--- src/core/dbfw_pkg.sv ---
// Constants for the dual byte flash command-write host controller
// Summary of operation
// - Word commands repeat the byte on both lanes
// - Program setup 4040H, then the 16-bit data write
// - Single-lane operation writes 00H to the other lane
// - Host releases the bus during verify reads
// - Write occurs only while select and strobe active
// - Program runs at least 10 us before next command
// - Erase runs between 9.5 and 10.5 ms
// - Wait 6 us write recovery before reads
package dbfw_pkg;
   localparam int CLK_MHZ = 200;
   localparam logic [7:0] CMD_PROGRAM = 8'h40;
   localparam logic [7:0] CMD_NULL = 8'h00;
   localparam logic [7:0] CMD_ERASE_SETUP = 8'h20;
   localparam logic [7:0] CMD_ERASE = 8'h20;
   localparam logic [7:0] CMD_PROG_VERIFY = 8'hC0;
   localparam logic [7:0] CMD_ERASE_VERIFY = 8'hA0;
   localparam logic [7:0] CMD_READ = 8'h00;
   // Times in ns; the erase window is centred in 9.5 to 10.5 ms
   localparam int PROGRAM_DURATION_NS = 10000;
   localparam int ERASE_DURATION_NS = 10000000;
   localparam int WRITE_RECOVERY_NS = 6000;
   localparam int WRITE_PULSE_NS = 80;
   localparam int SETUP_NS = 50;
   localparam int HOLD_NS = 60;
   localparam int ACCESS_NS = 250;
   localparam int CLK_NS = 1000 / CLK_MHZ;
   localparam int PROG_CYC = (PROGRAM_DURATION_NS + CLK_NS - 1) / CLK_NS;
   localparam int ERASE_CYC = ERASE_DURATION_NS / CLK_NS;
   localparam int RECOV_CYC = (WRITE_RECOVERY_NS + CLK_NS - 1) / CLK_NS;
   localparam int PULSE_CYC = (WRITE_PULSE_NS + CLK_NS - 1) / CLK_NS;
   localparam int SETUP_CYC = (SETUP_NS + CLK_NS - 1) / CLK_NS;
   localparam int HOLD_CYC = (HOLD_NS + CLK_NS - 1) / CLK_NS;
   localparam int ACCESS_CYC = (ACCESS_NS + CLK_NS - 1) / CLK_NS + 2;
   localparam int CNT_W = 24;
   // Operation and lane codes on the user port
   localparam logic [1:0] OP_PROGRAM = 2'h0;
   localparam logic [1:0] OP_ERASE = 2'h1;
   localparam logic [1:0] OP_READ = 2'h2;
   localparam logic [1:0] LANE_BOTH = 2'h3;
   localparam logic [1:0] LANE_LOW = 2'h1;
   localparam logic [1:0] LANE_HIGH = 2'h2;
endpackage

--- src/core/dbfw_bus_cycle.sv ---
// One bus cycle on the flash pins: write or read, with timing
`timescale 1ns/1ps
`default_nettype none
module dbfw_bus_cycle
   import dbfw_pkg::*;
(
   // Clock and reset
   input wire logic clk_sys,
   input wire logic reset_n,
   // Cycle request
   input wire logic start,
   input wire logic is_write,
   input wire logic [1:0] lanes,
   input wire logic [16:0] addr,
   input wire logic [15:0] wdata,
   output logic done,
   output logic [15:0] rdata,
   // Flash pins
   output logic [16:0] flash_addr,
   output logic low_byte_select_n,
   output logic high_byte_select_n,
   output logic write_strobe_n,
   output logic output_enable_n,
   output logic [15:0] flash_dq_out,
   output logic flash_dq_oe_n,
   input wire logic [15:0] flash_dq_in
);
   typedef enum logic [1:0] {
      BC_IDLE = 2'b00,
      BC_SETUP = 2'b01,
      BC_ACTIVE = 2'b10,
      BC_HOLD = 2'b11
   } dbfw_bc_e;
   dbfw_bc_e state_reg;
   logic [7:0] cnt_reg;
   logic wr_reg;
   logic [15:0] sync1_reg;
   logic [15:0] sync2_reg;

   always_ff @(posedge clk_sys or negedge reset_n) begin
      if (!reset_n) begin
         sync1_reg <= 16'h0000;
         sync2_reg <= 16'h0000;
      end else begin
         sync1_reg <= flash_dq_in;
         sync2_reg <= sync1_reg;
      end
   end

   always_ff @(posedge clk_sys or negedge reset_n) begin
      if (!reset_n) begin
         state_reg <= BC_IDLE;
         cnt_reg <= 8'h00;
         wr_reg <= 1'b0;
         done <= 1'b0;
         rdata <= 16'h0000;
         flash_addr <= 17'h00000;
         low_byte_select_n <= 1'b1;
         high_byte_select_n <= 1'b1;
         write_strobe_n <= 1'b1;
         output_enable_n <= 1'b1;
         flash_dq_out <= 16'h0000;
         flash_dq_oe_n <= 1'b1;
      end else begin
         done <= 1'b0;
         unique case (state_reg)
            BC_IDLE: begin
               if (start) begin
                  wr_reg <= is_write;
                  flash_addr <= addr;
                  flash_dq_out <= wdata;
                  // Only selected lanes take writes or drive data
                  low_byte_select_n <= ~lanes[0];
                  high_byte_select_n <= ~lanes[1];
                  flash_dq_oe_n <= ~is_write;
                  cnt_reg <= 8'(SETUP_CYC);
                  state_reg <= BC_SETUP;
               end
            end
            BC_SETUP: begin
               if (cnt_reg == 8'h00) begin
                  // Strobe asserted only inside the select window
                  write_strobe_n <= ~wr_reg;
                  output_enable_n <= wr_reg;
                  cnt_reg <= wr_reg ? 8'(PULSE_CYC) : 8'(ACCESS_CYC);
                  state_reg <= BC_ACTIVE;
               end else begin
                  cnt_reg <= cnt_reg - 8'h01;
               end
            end
            BC_ACTIVE: begin
               if (cnt_reg == 8'h00) begin
                  write_strobe_n <= 1'b1;
                  output_enable_n <= 1'b1;
                  rdata <= sync2_reg;
                  cnt_reg <= 8'(HOLD_CYC);
                  state_reg <= BC_HOLD;
               end else begin
                  cnt_reg <= cnt_reg - 8'h01;
               end
            end
            BC_HOLD: begin
               if (cnt_reg == 8'h00) begin
                  low_byte_select_n <= 1'b1;
                  high_byte_select_n <= 1'b1;
                  flash_dq_oe_n <= 1'b1;
                  done <= 1'b1;
                  state_reg <= BC_IDLE;
               end else begin
                  cnt_reg <= cnt_reg - 8'h01;
               end
            end
         endcase
      end
   end
endmodule
`default_nettype wire

--- src/core/dbfw_host.sv ---
// Host sequencer for program, erase and read of the dual byte flash
`timescale 1ns/1ps
`default_nettype none
module dbfw_host
   import dbfw_pkg::*;
#(
   parameter int PROG_CYCLES = PROG_CYC,
   parameter int ERASE_CYCLES = ERASE_CYC,
   parameter int RECOV_CYCLES = RECOV_CYC
)
(
   // Clock and reset
   input wire logic clk_sys,
   input wire logic reset_n,
   // User request
   input wire logic req_valid,
   output logic req_ready,
   input wire logic [1:0] req_op,
   input wire logic [1:0] req_lanes,
   input wire logic [16:0] req_addr,
   input wire logic [15:0] req_wdata,
   // User answer
   output logic resp_valid,
   output logic [15:0] resp_rdata,
   output logic resp_mismatch,
   // Flash pins
   output logic [16:0] flash_addr,
   output logic low_byte_select_n,
   output logic high_byte_select_n,
   output logic write_strobe_n,
   output logic output_enable_n,
   output logic [15:0] flash_dq_out,
   output logic flash_dq_oe_n,
   input wire logic [15:0] flash_dq_in
);
   typedef enum logic [2:0] {
      HS_IDLE = 3'b000,
      HS_CMD = 3'b001,
      HS_DATA = 3'b010,
      HS_WAIT = 3'b011,
      HS_VERIFY_CMD = 3'b100,
      HS_RECOVER = 3'b101,
      HS_READ = 3'b110,
      HS_DONE = 3'b111
   } dbfw_hs_e;

   dbfw_hs_e state_reg;
   logic [1:0] op_reg;
   logic [1:0] lanes_reg;
   logic [16:0] addr_reg;
   logic [15:0] wdata_reg;
   logic [CNT_W-1:0] wait_reg;
   logic issued_reg;
   logic bc_start;
   logic bc_write;
   logic [1:0] bc_lanes;
   logic [15:0] bc_wdata;
   logic bc_done;
   logic [15:0] bc_rdata;

   // Byte command duplicated per lane, 00H on an unselected lane
   function automatic logic [15:0] lane_cmd(input logic [7:0] cmd, input logic [1:0] lanes);
      lane_cmd = {lanes[1] ? cmd : CMD_NULL, lanes[0] ? cmd : CMD_NULL};
   endfunction

   // Byte mask of the lanes taking part in an operation
   function automatic logic [15:0] lane_mask(input logic [1:0] lanes);
      lane_mask = {{8{lanes[1]}}, {8{lanes[0]}}};
   endfunction

   // Bus cycle engine shared by the command, data, verify command and read phases
   dbfw_bus_cycle u_cycle (
      .clk_sys(clk_sys),
      .reset_n(reset_n),
      .start(bc_start),
      .is_write(bc_write),
      .lanes(bc_lanes),
      .addr(addr_reg),
      .wdata(bc_wdata),
      .done(bc_done),
      .rdata(bc_rdata),
      .flash_addr(flash_addr),
      .low_byte_select_n(low_byte_select_n),
      .high_byte_select_n(high_byte_select_n),
      .write_strobe_n(write_strobe_n),
      .output_enable_n(output_enable_n),
      .flash_dq_out(flash_dq_out),
      .flash_dq_oe_n(flash_dq_oe_n),
      .flash_dq_in(flash_dq_in)
   );

   assign req_ready = (state_reg == HS_IDLE);
   assign bc_start = !issued_reg && (state_reg == HS_CMD || state_reg == HS_DATA
      || state_reg == HS_VERIFY_CMD || state_reg == HS_READ);
   assign bc_write = (state_reg != HS_READ);
   // Both lanes selected on writes so the idle lane takes the null command
   assign bc_lanes = (state_reg == HS_READ) ? lanes_reg : LANE_BOTH;

   always_comb begin
      bc_wdata = 16'h0000;
      unique case (state_reg)
         HS_CMD: bc_wdata = lane_cmd(op_reg == OP_ERASE ? CMD_ERASE_SETUP : CMD_PROGRAM, lanes_reg);
         // Idle lane of a single-lane program gets 00H, never stray data bytes
         HS_DATA: bc_wdata = (op_reg == OP_ERASE) ? lane_cmd(CMD_ERASE, lanes_reg)
            : (wdata_reg & lane_mask(lanes_reg));
         HS_VERIFY_CMD: bc_wdata = lane_cmd(op_reg == OP_ERASE ? CMD_ERASE_VERIFY : CMD_PROG_VERIFY, lanes_reg);
         default: bc_wdata = 16'h0000;
      endcase
   end

   // One start per phase; cleared when the bus cycle reports done
   always_ff @(posedge clk_sys or negedge reset_n) begin
      if (!reset_n) begin
         issued_reg <= 1'b0;
      end else if (bc_done) begin
         issued_reg <= 1'b0;
      end else if (bc_start) begin
         issued_reg <= 1'b1;
      end
   end

   // Request fields stay put for the whole operation
   always_ff @(posedge clk_sys or negedge reset_n) begin
      if (!reset_n) begin
         op_reg <= OP_READ;
         lanes_reg <= LANE_BOTH;
         addr_reg <= 17'h00000;
         wdata_reg <= 16'h0000;
      end else if (req_valid && req_ready) begin
         op_reg <= req_op;
         lanes_reg <= (req_lanes == 2'h0) ? LANE_BOTH : req_lanes;
         addr_reg <= req_addr;
         wdata_reg <= req_wdata;
      end
   end

   // Shared delay counter, loaded on entry to each waiting state
   always_ff @(posedge clk_sys or negedge reset_n) begin
      if (!reset_n) begin
         wait_reg <= '0;
      end else if (state_reg == HS_DATA && bc_done) begin
         // Program waits at least its duration, erase sits mid-window
         wait_reg <= (op_reg == OP_ERASE) ? CNT_W'(ERASE_CYCLES) : CNT_W'(PROG_CYCLES);
      end else if (state_reg == HS_VERIFY_CMD && bc_done) begin
         wait_reg <= CNT_W'(RECOV_CYCLES);
      end else if (wait_reg != '0) begin
         wait_reg <= wait_reg - CNT_W'(1);
      end
   end

   // Phase order: command, data, wait, verify command, recovery, read
   always_ff @(posedge clk_sys or negedge reset_n) begin
      if (!reset_n) begin
         state_reg <= HS_IDLE;
      end else begin
         unique case (state_reg)
            HS_IDLE: begin
               if (req_valid) begin
                  state_reg <= (req_op == OP_READ) ? HS_READ : HS_CMD;
               end
            end
            HS_CMD: begin
               if (bc_done) begin
                  state_reg <= HS_DATA;
               end
            end
            HS_DATA: begin
               if (bc_done) begin
                  state_reg <= HS_WAIT;
               end
            end
            HS_WAIT: begin
               // No command reaches the device before the wait runs out
               if (wait_reg == '0) begin
                  state_reg <= HS_VERIFY_CMD;
               end
            end
            HS_VERIFY_CMD: begin
               if (bc_done) begin
                  state_reg <= HS_RECOVER;
               end
            end
            HS_RECOVER: begin
               if (wait_reg == '0) begin
                  state_reg <= HS_READ;
               end
            end
            HS_READ: begin
               if (bc_done) begin
                  state_reg <= HS_DONE;
               end
            end
            HS_DONE: begin
               state_reg <= HS_IDLE;
            end
         endcase
      end
   end

   // One-cycle answer strobe as the sequence closes
   always_ff @(posedge clk_sys or negedge reset_n) begin
      if (!reset_n) begin
         resp_valid <= 1'b0;
      end else begin
         resp_valid <= (state_reg == HS_DONE);
      end
   end

   // Program verify compares only the lanes under test; erase verify never sets the mismatch flag
   always_ff @(posedge clk_sys or negedge reset_n) begin
      if (!reset_n) begin
         resp_rdata <= 16'h0000;
         resp_mismatch <= 1'b0;
      end else if (state_reg == HS_READ && bc_done) begin
         resp_rdata <= bc_rdata;
         resp_mismatch <= (op_reg == OP_PROGRAM) &&
            ((bc_rdata & lane_mask(lanes_reg)) != (wdata_reg & lane_mask(lanes_reg)));
      end
   end
endmodule
`default_nettype wire

--- config.mk ---
export PLATFORM = sky130hd
export DESIGN_NAME = dbfw_host
export DESIGN_NICKNAME = d
export VERILOG_FILES = /design/src/core/dbfw_pkg.sv /design/src/core/dbfw_bus_cycle.sv /design/src/core/dbfw_host.sv
export SDC_FILE = /design/constraint.sdc
export NUM_CORES = 1
export LEC_CHECK = 0
export BUFFER_PORTS_ARGS = -buffer_cell sky130_fd_sc_hd__buf_2
export CORE_MARGIN = 4
export CORE_UTILIZATION = 48
export DETAILED_ROUTE_END_ITERATION = 10
export PLACE_DENSITY_LB_ADDON = 0.1
export SKIP_CTS_REPAIR_TIMING = 1
export SLEW_MARGIN = 10
export SYNTH_ARGS = -nofsm -noshare
export SYNTH_HDL_FRONTEND = slang
export SYNTH_SLANG_ARGS = --single-unit
--- constraint.sdc ---
create_clock -name clk_sys -period 2.53 [get_ports clk_sys]
set_input_delay 0.506 -clock clk_sys [delete_from_list [all_inputs] [get_ports clk_sys]]
set_output_delay 0.506 -clock clk_sys [all_outputs]
set_load 0.05 [all_outputs]
==> impl_metrics.json <==
{
  "outcome": "finished with violations",
  "violations": "negative hold slack",
  "yosys.area_share.simple_pct": 13.2,
  "fin_nets": 847,
  "start_kind": "register",
  "layout_setup_ws_ps": 131,
  "syn2layout_area_growth_pct": 19.9,
  "dp.cells": 973,
  "clock_skew_ps": 12.1,
  "rr_startpoint": "wait_reg[6]$_DFFE_PN0P_",
  "pwr-share-comb_pct": 37.5,
  "seq_power_share_pct": 41.0,
  "clock-sinks": 181,
  "clkPwrFrac_pct": 21.5,
  "critPathLaunch": "wait_reg[6]$_DFFE_PN0P_",
  "avgViaCountPerCell": 5.42,
  "relSlewSlack_pct": 56.5,
  "worst_setup_path_end_kind": "register",
  "wl_per_cell_um": 16.9,
  "min_period_over_period_pct": 94.8,
  "fin_crit_ps": 2400,
  "finalWirelength_mm": 17.1,
  "clkTransAtPathRegs_ps": 80,
  "multi_input_area_mm2": 0.00298,
  "final_util_pct": 59.7,
  "post-place-ws_ps": 87.8,
  "gp_congestion": 0.865,
  "synth_top_family_by_area": "simple AND/OR/NAND/NOR gates",
  "r2r_cells": 7,
  "critical_path.max_fanout": 4,
  "die_w_um": 134,
  "yosysWarnings": 0,
  "power_density_mw_per_mm2": 1270,
  "clk_latency_ps": 430,
  "syn_area_mm2": 0.00767,
  "grt_overflow": 0,
  "reg2reg_slack_ps": 130,
  "netlist-cell-type-count": 53,
  "tns_ps": 0,
  "num_rows": 45,
  "critPathKind": "register to register",
  "avgSynthCellArea_um2": 11.8,
  "dp_hpwl_mm": 12.3,
  "fmax_mhz": 417,
  "cp.arrival_ps": 2740,
  "cts_max_level": 4,
  "hold_viol_final": 18,
  "synthMuxAreaShare_pct": 10.5,
  "cts_tree": "built",
  "async_flop_share_pct": 100,
  "synth_xor_area_share_pct": 3.65,
  "cellLeakagePower_nw": 4.43,
  "root_buffer": "clkbuf_16",
  "seq_area_frac_synth_pct": 59.1,
  "grtUsageTotal_pct": 19.9,
  "synthCells": 653,
  "synth_edf_count": 0,
  "stdcell_count": 1008,
  "clock_tree.buffer_depth": 2,
  "rsz0062_at_grt": "false",
  "die_area_mm2": 0.0181,
  "io_pins": 113,
  "p_sw_mw": 4.72,
  "internal_power_mw": 6.99,
  "register_area_mm2": 0.00454,
  "synth-seq-cells": 181,
  "ys.flop_type": "dfrtp_1",
  "start_util_pct": 49.7,
  "yosys.area_share.adder_pct": 1.30,
  "grt_pass1_vias": 5579,
  "core_mm2": 0.0154,
  "grt_max_degree": 54,
  "drc": 0,
  "vias": 5466,
  "synth_fp_nets": 717,
  "worstMarginPinSlew_ps": 645,
  "final_antenna_net_count": 0,
  "largest_register_ffs": 24,
  "final.fill_count": 1339,
  "hold_path.class": "input pin to async pin",
  "drive_gt1_share_pct": 32.7,
  "drt_iter0_drc": 311,
  "synth_compound_area_share_pct": 9.83,
  "cts_made_buffers": 17,
  "grt_pass1_wl_mm": 28.5,
  "max-cap-violations": 0,
  "antenna_found_initial": 2,
  "vdd_ir_drop_max_mv": 0.588,
  "die_h_um": 134,
  "dr.pass1.iters": 4,
  "numPortBuffers": 112,
  "worstPathRequired_ps": 2870,
  "finalMaxSlewViolations": 0,
  "worstReg2RegEnd": "wait_reg[19]$_DFFE_PN0P_",
  "hold_ws_ps": -11.9,
  "setup_viol": 0,
  "swShare_pct": 40.3
}
## critical path, cell delays in order, from the launching register on
cell and delay [ps]:
dfrtp_1 420, or4_4 530, or4_4 510, buf_4 160, nor4_1 250, buf_4 170
a211oi_1 70, nor3_1 200
## power groups by stage
stage          combinational [mW]  clock, mW  sequential, mW
6_report                     4.40       2.51            4.80
5_1_grt                      4.83       2.71            4.96
4_1_cts                      4.42       2.58            4.80
3_5_place_dp                 4.39          0            4.85
3_3_place_gp                 4.27          0            4.78
2_1_floorplan                2.68          0            5.30
## stage by stage
stage	instance area (µm²)	hold WS, ps	power (mW)
2_1_floorplan	7680	210	7.97
3_3_place_gp	8620	331	9.05
3_5_place_dp	8620	335	9.24
4_1_cts	9180	-12.2	11.8
5_1_grt	9210	3.96	12.5
6_report	9210	-11.9	11.7
## synthesized netlist by cell type, types with 4 or more instances
master / number / share of area, %
dfrtp_1: 173 / 56
nand2_1: 73 / 3.6
mux2_2: 70 / 10
nor2_1: 45 / 2.2
a21oi_1: 29 / 1.9
xor2_1: 28 / 3.2
clkbuf_1: 23 / 1.1
o21ai_0: 21 / 1.4
nor3_1: 17 / 1.1
inv_1: 15 / 0.73
a22o_1: 13 / 1.5
nor4_1: 13 / 1.1
nand3_1: 9 / 0.59
dfstp_2: 8 / 2.7
ha_1: 8 / 1.3
nand2b_1: 8 / 0.65
o31ai_1: 7 / 0.68
or3_1: 7 / 0.57
and3_1: 5 / 0.41
nor2b_1: 5 / 0.41
a31oi_1: 4 / 0.33
nand4_1: 4 / 0.33
nor4b_1: 4 / 0.46
o41ai_1: 4 / 0.46
xnor2_1: 4 / 0.46
## how the worst max path moves through the flow
stage	endpoint	slack [ps]
finish	wait_reg[19]$_DFFE_PN0P_	130
global route	wait_reg[21]$_DFFE_PN0P_	1
CTS	wait_reg[4]$_DFFE_PN0P_	70
detailed placement	wait_reg[4]$_DFFE_PN0P_	90
global placement	wait_reg[4]$_DFFE_PN0P_	140
floorplan	wait_reg[4]$_DFFE_PN0P_	30
## kinds of logic (layout without fill, tap and decap cells)
logic type / count (synthesis) / in the layout
buffers and inverters: 42 / 185
other: 0 / 1
XOR/XNOR: 32 / 32
AND/OR/NAND/NOR: 207 / 207
adder cells (fa/ha/maj): 8 / 8
multiplexers: 72 / 72
flip-flops: 181 / 181
AO/OA/AOI/OAI: 111 / 111
## routing by layer
layer  up-vias  part of all wire, %  track usage [%]
met5         -                0.041                0
met4         2                 0.74             4.41
met3        15                  4.8             5.77
met2       115                   51             32.9
met1      2751                   43             26.2
li1       2583                    -                -
## layout make-up
class | count | area share [%]
sequential | 181 | 49.3
multi-input combinational | 430 | 32.4
timing repair buffer | 138 | 8.69
clock buffer | 18 | 4.66
tap | 211 | 2.87
clock inverter | 14 | 1.48
inverter | 15 | 0.612
antenna | 1 | 0.0272
## cells in the final DEF (no fill, tap or decap), types with 4 or more instances in the layout
cell	instances
nand4_1	4
xnor2_1	4
dfstp_2	8
a22o_1	13
inv_1	15
xor2_1	28
clkbuf_16	17
nor3_1	16
inv_6	5
a21oi_1	29
o21ai_0	21
nor2_1	45
mux2_2	70
nor4_1	13
buf_4	23
o31ai_1	7
dfrtp_1	173
nand2b_1	8
nand2_1	73
and3_1	5
o41ai_1	4
ha_1	8
nor2b_1	5
nand3_1	9
a31oi_1	4
buf_2	111
or3_1	6
Power figures use the tool's default switching activity.
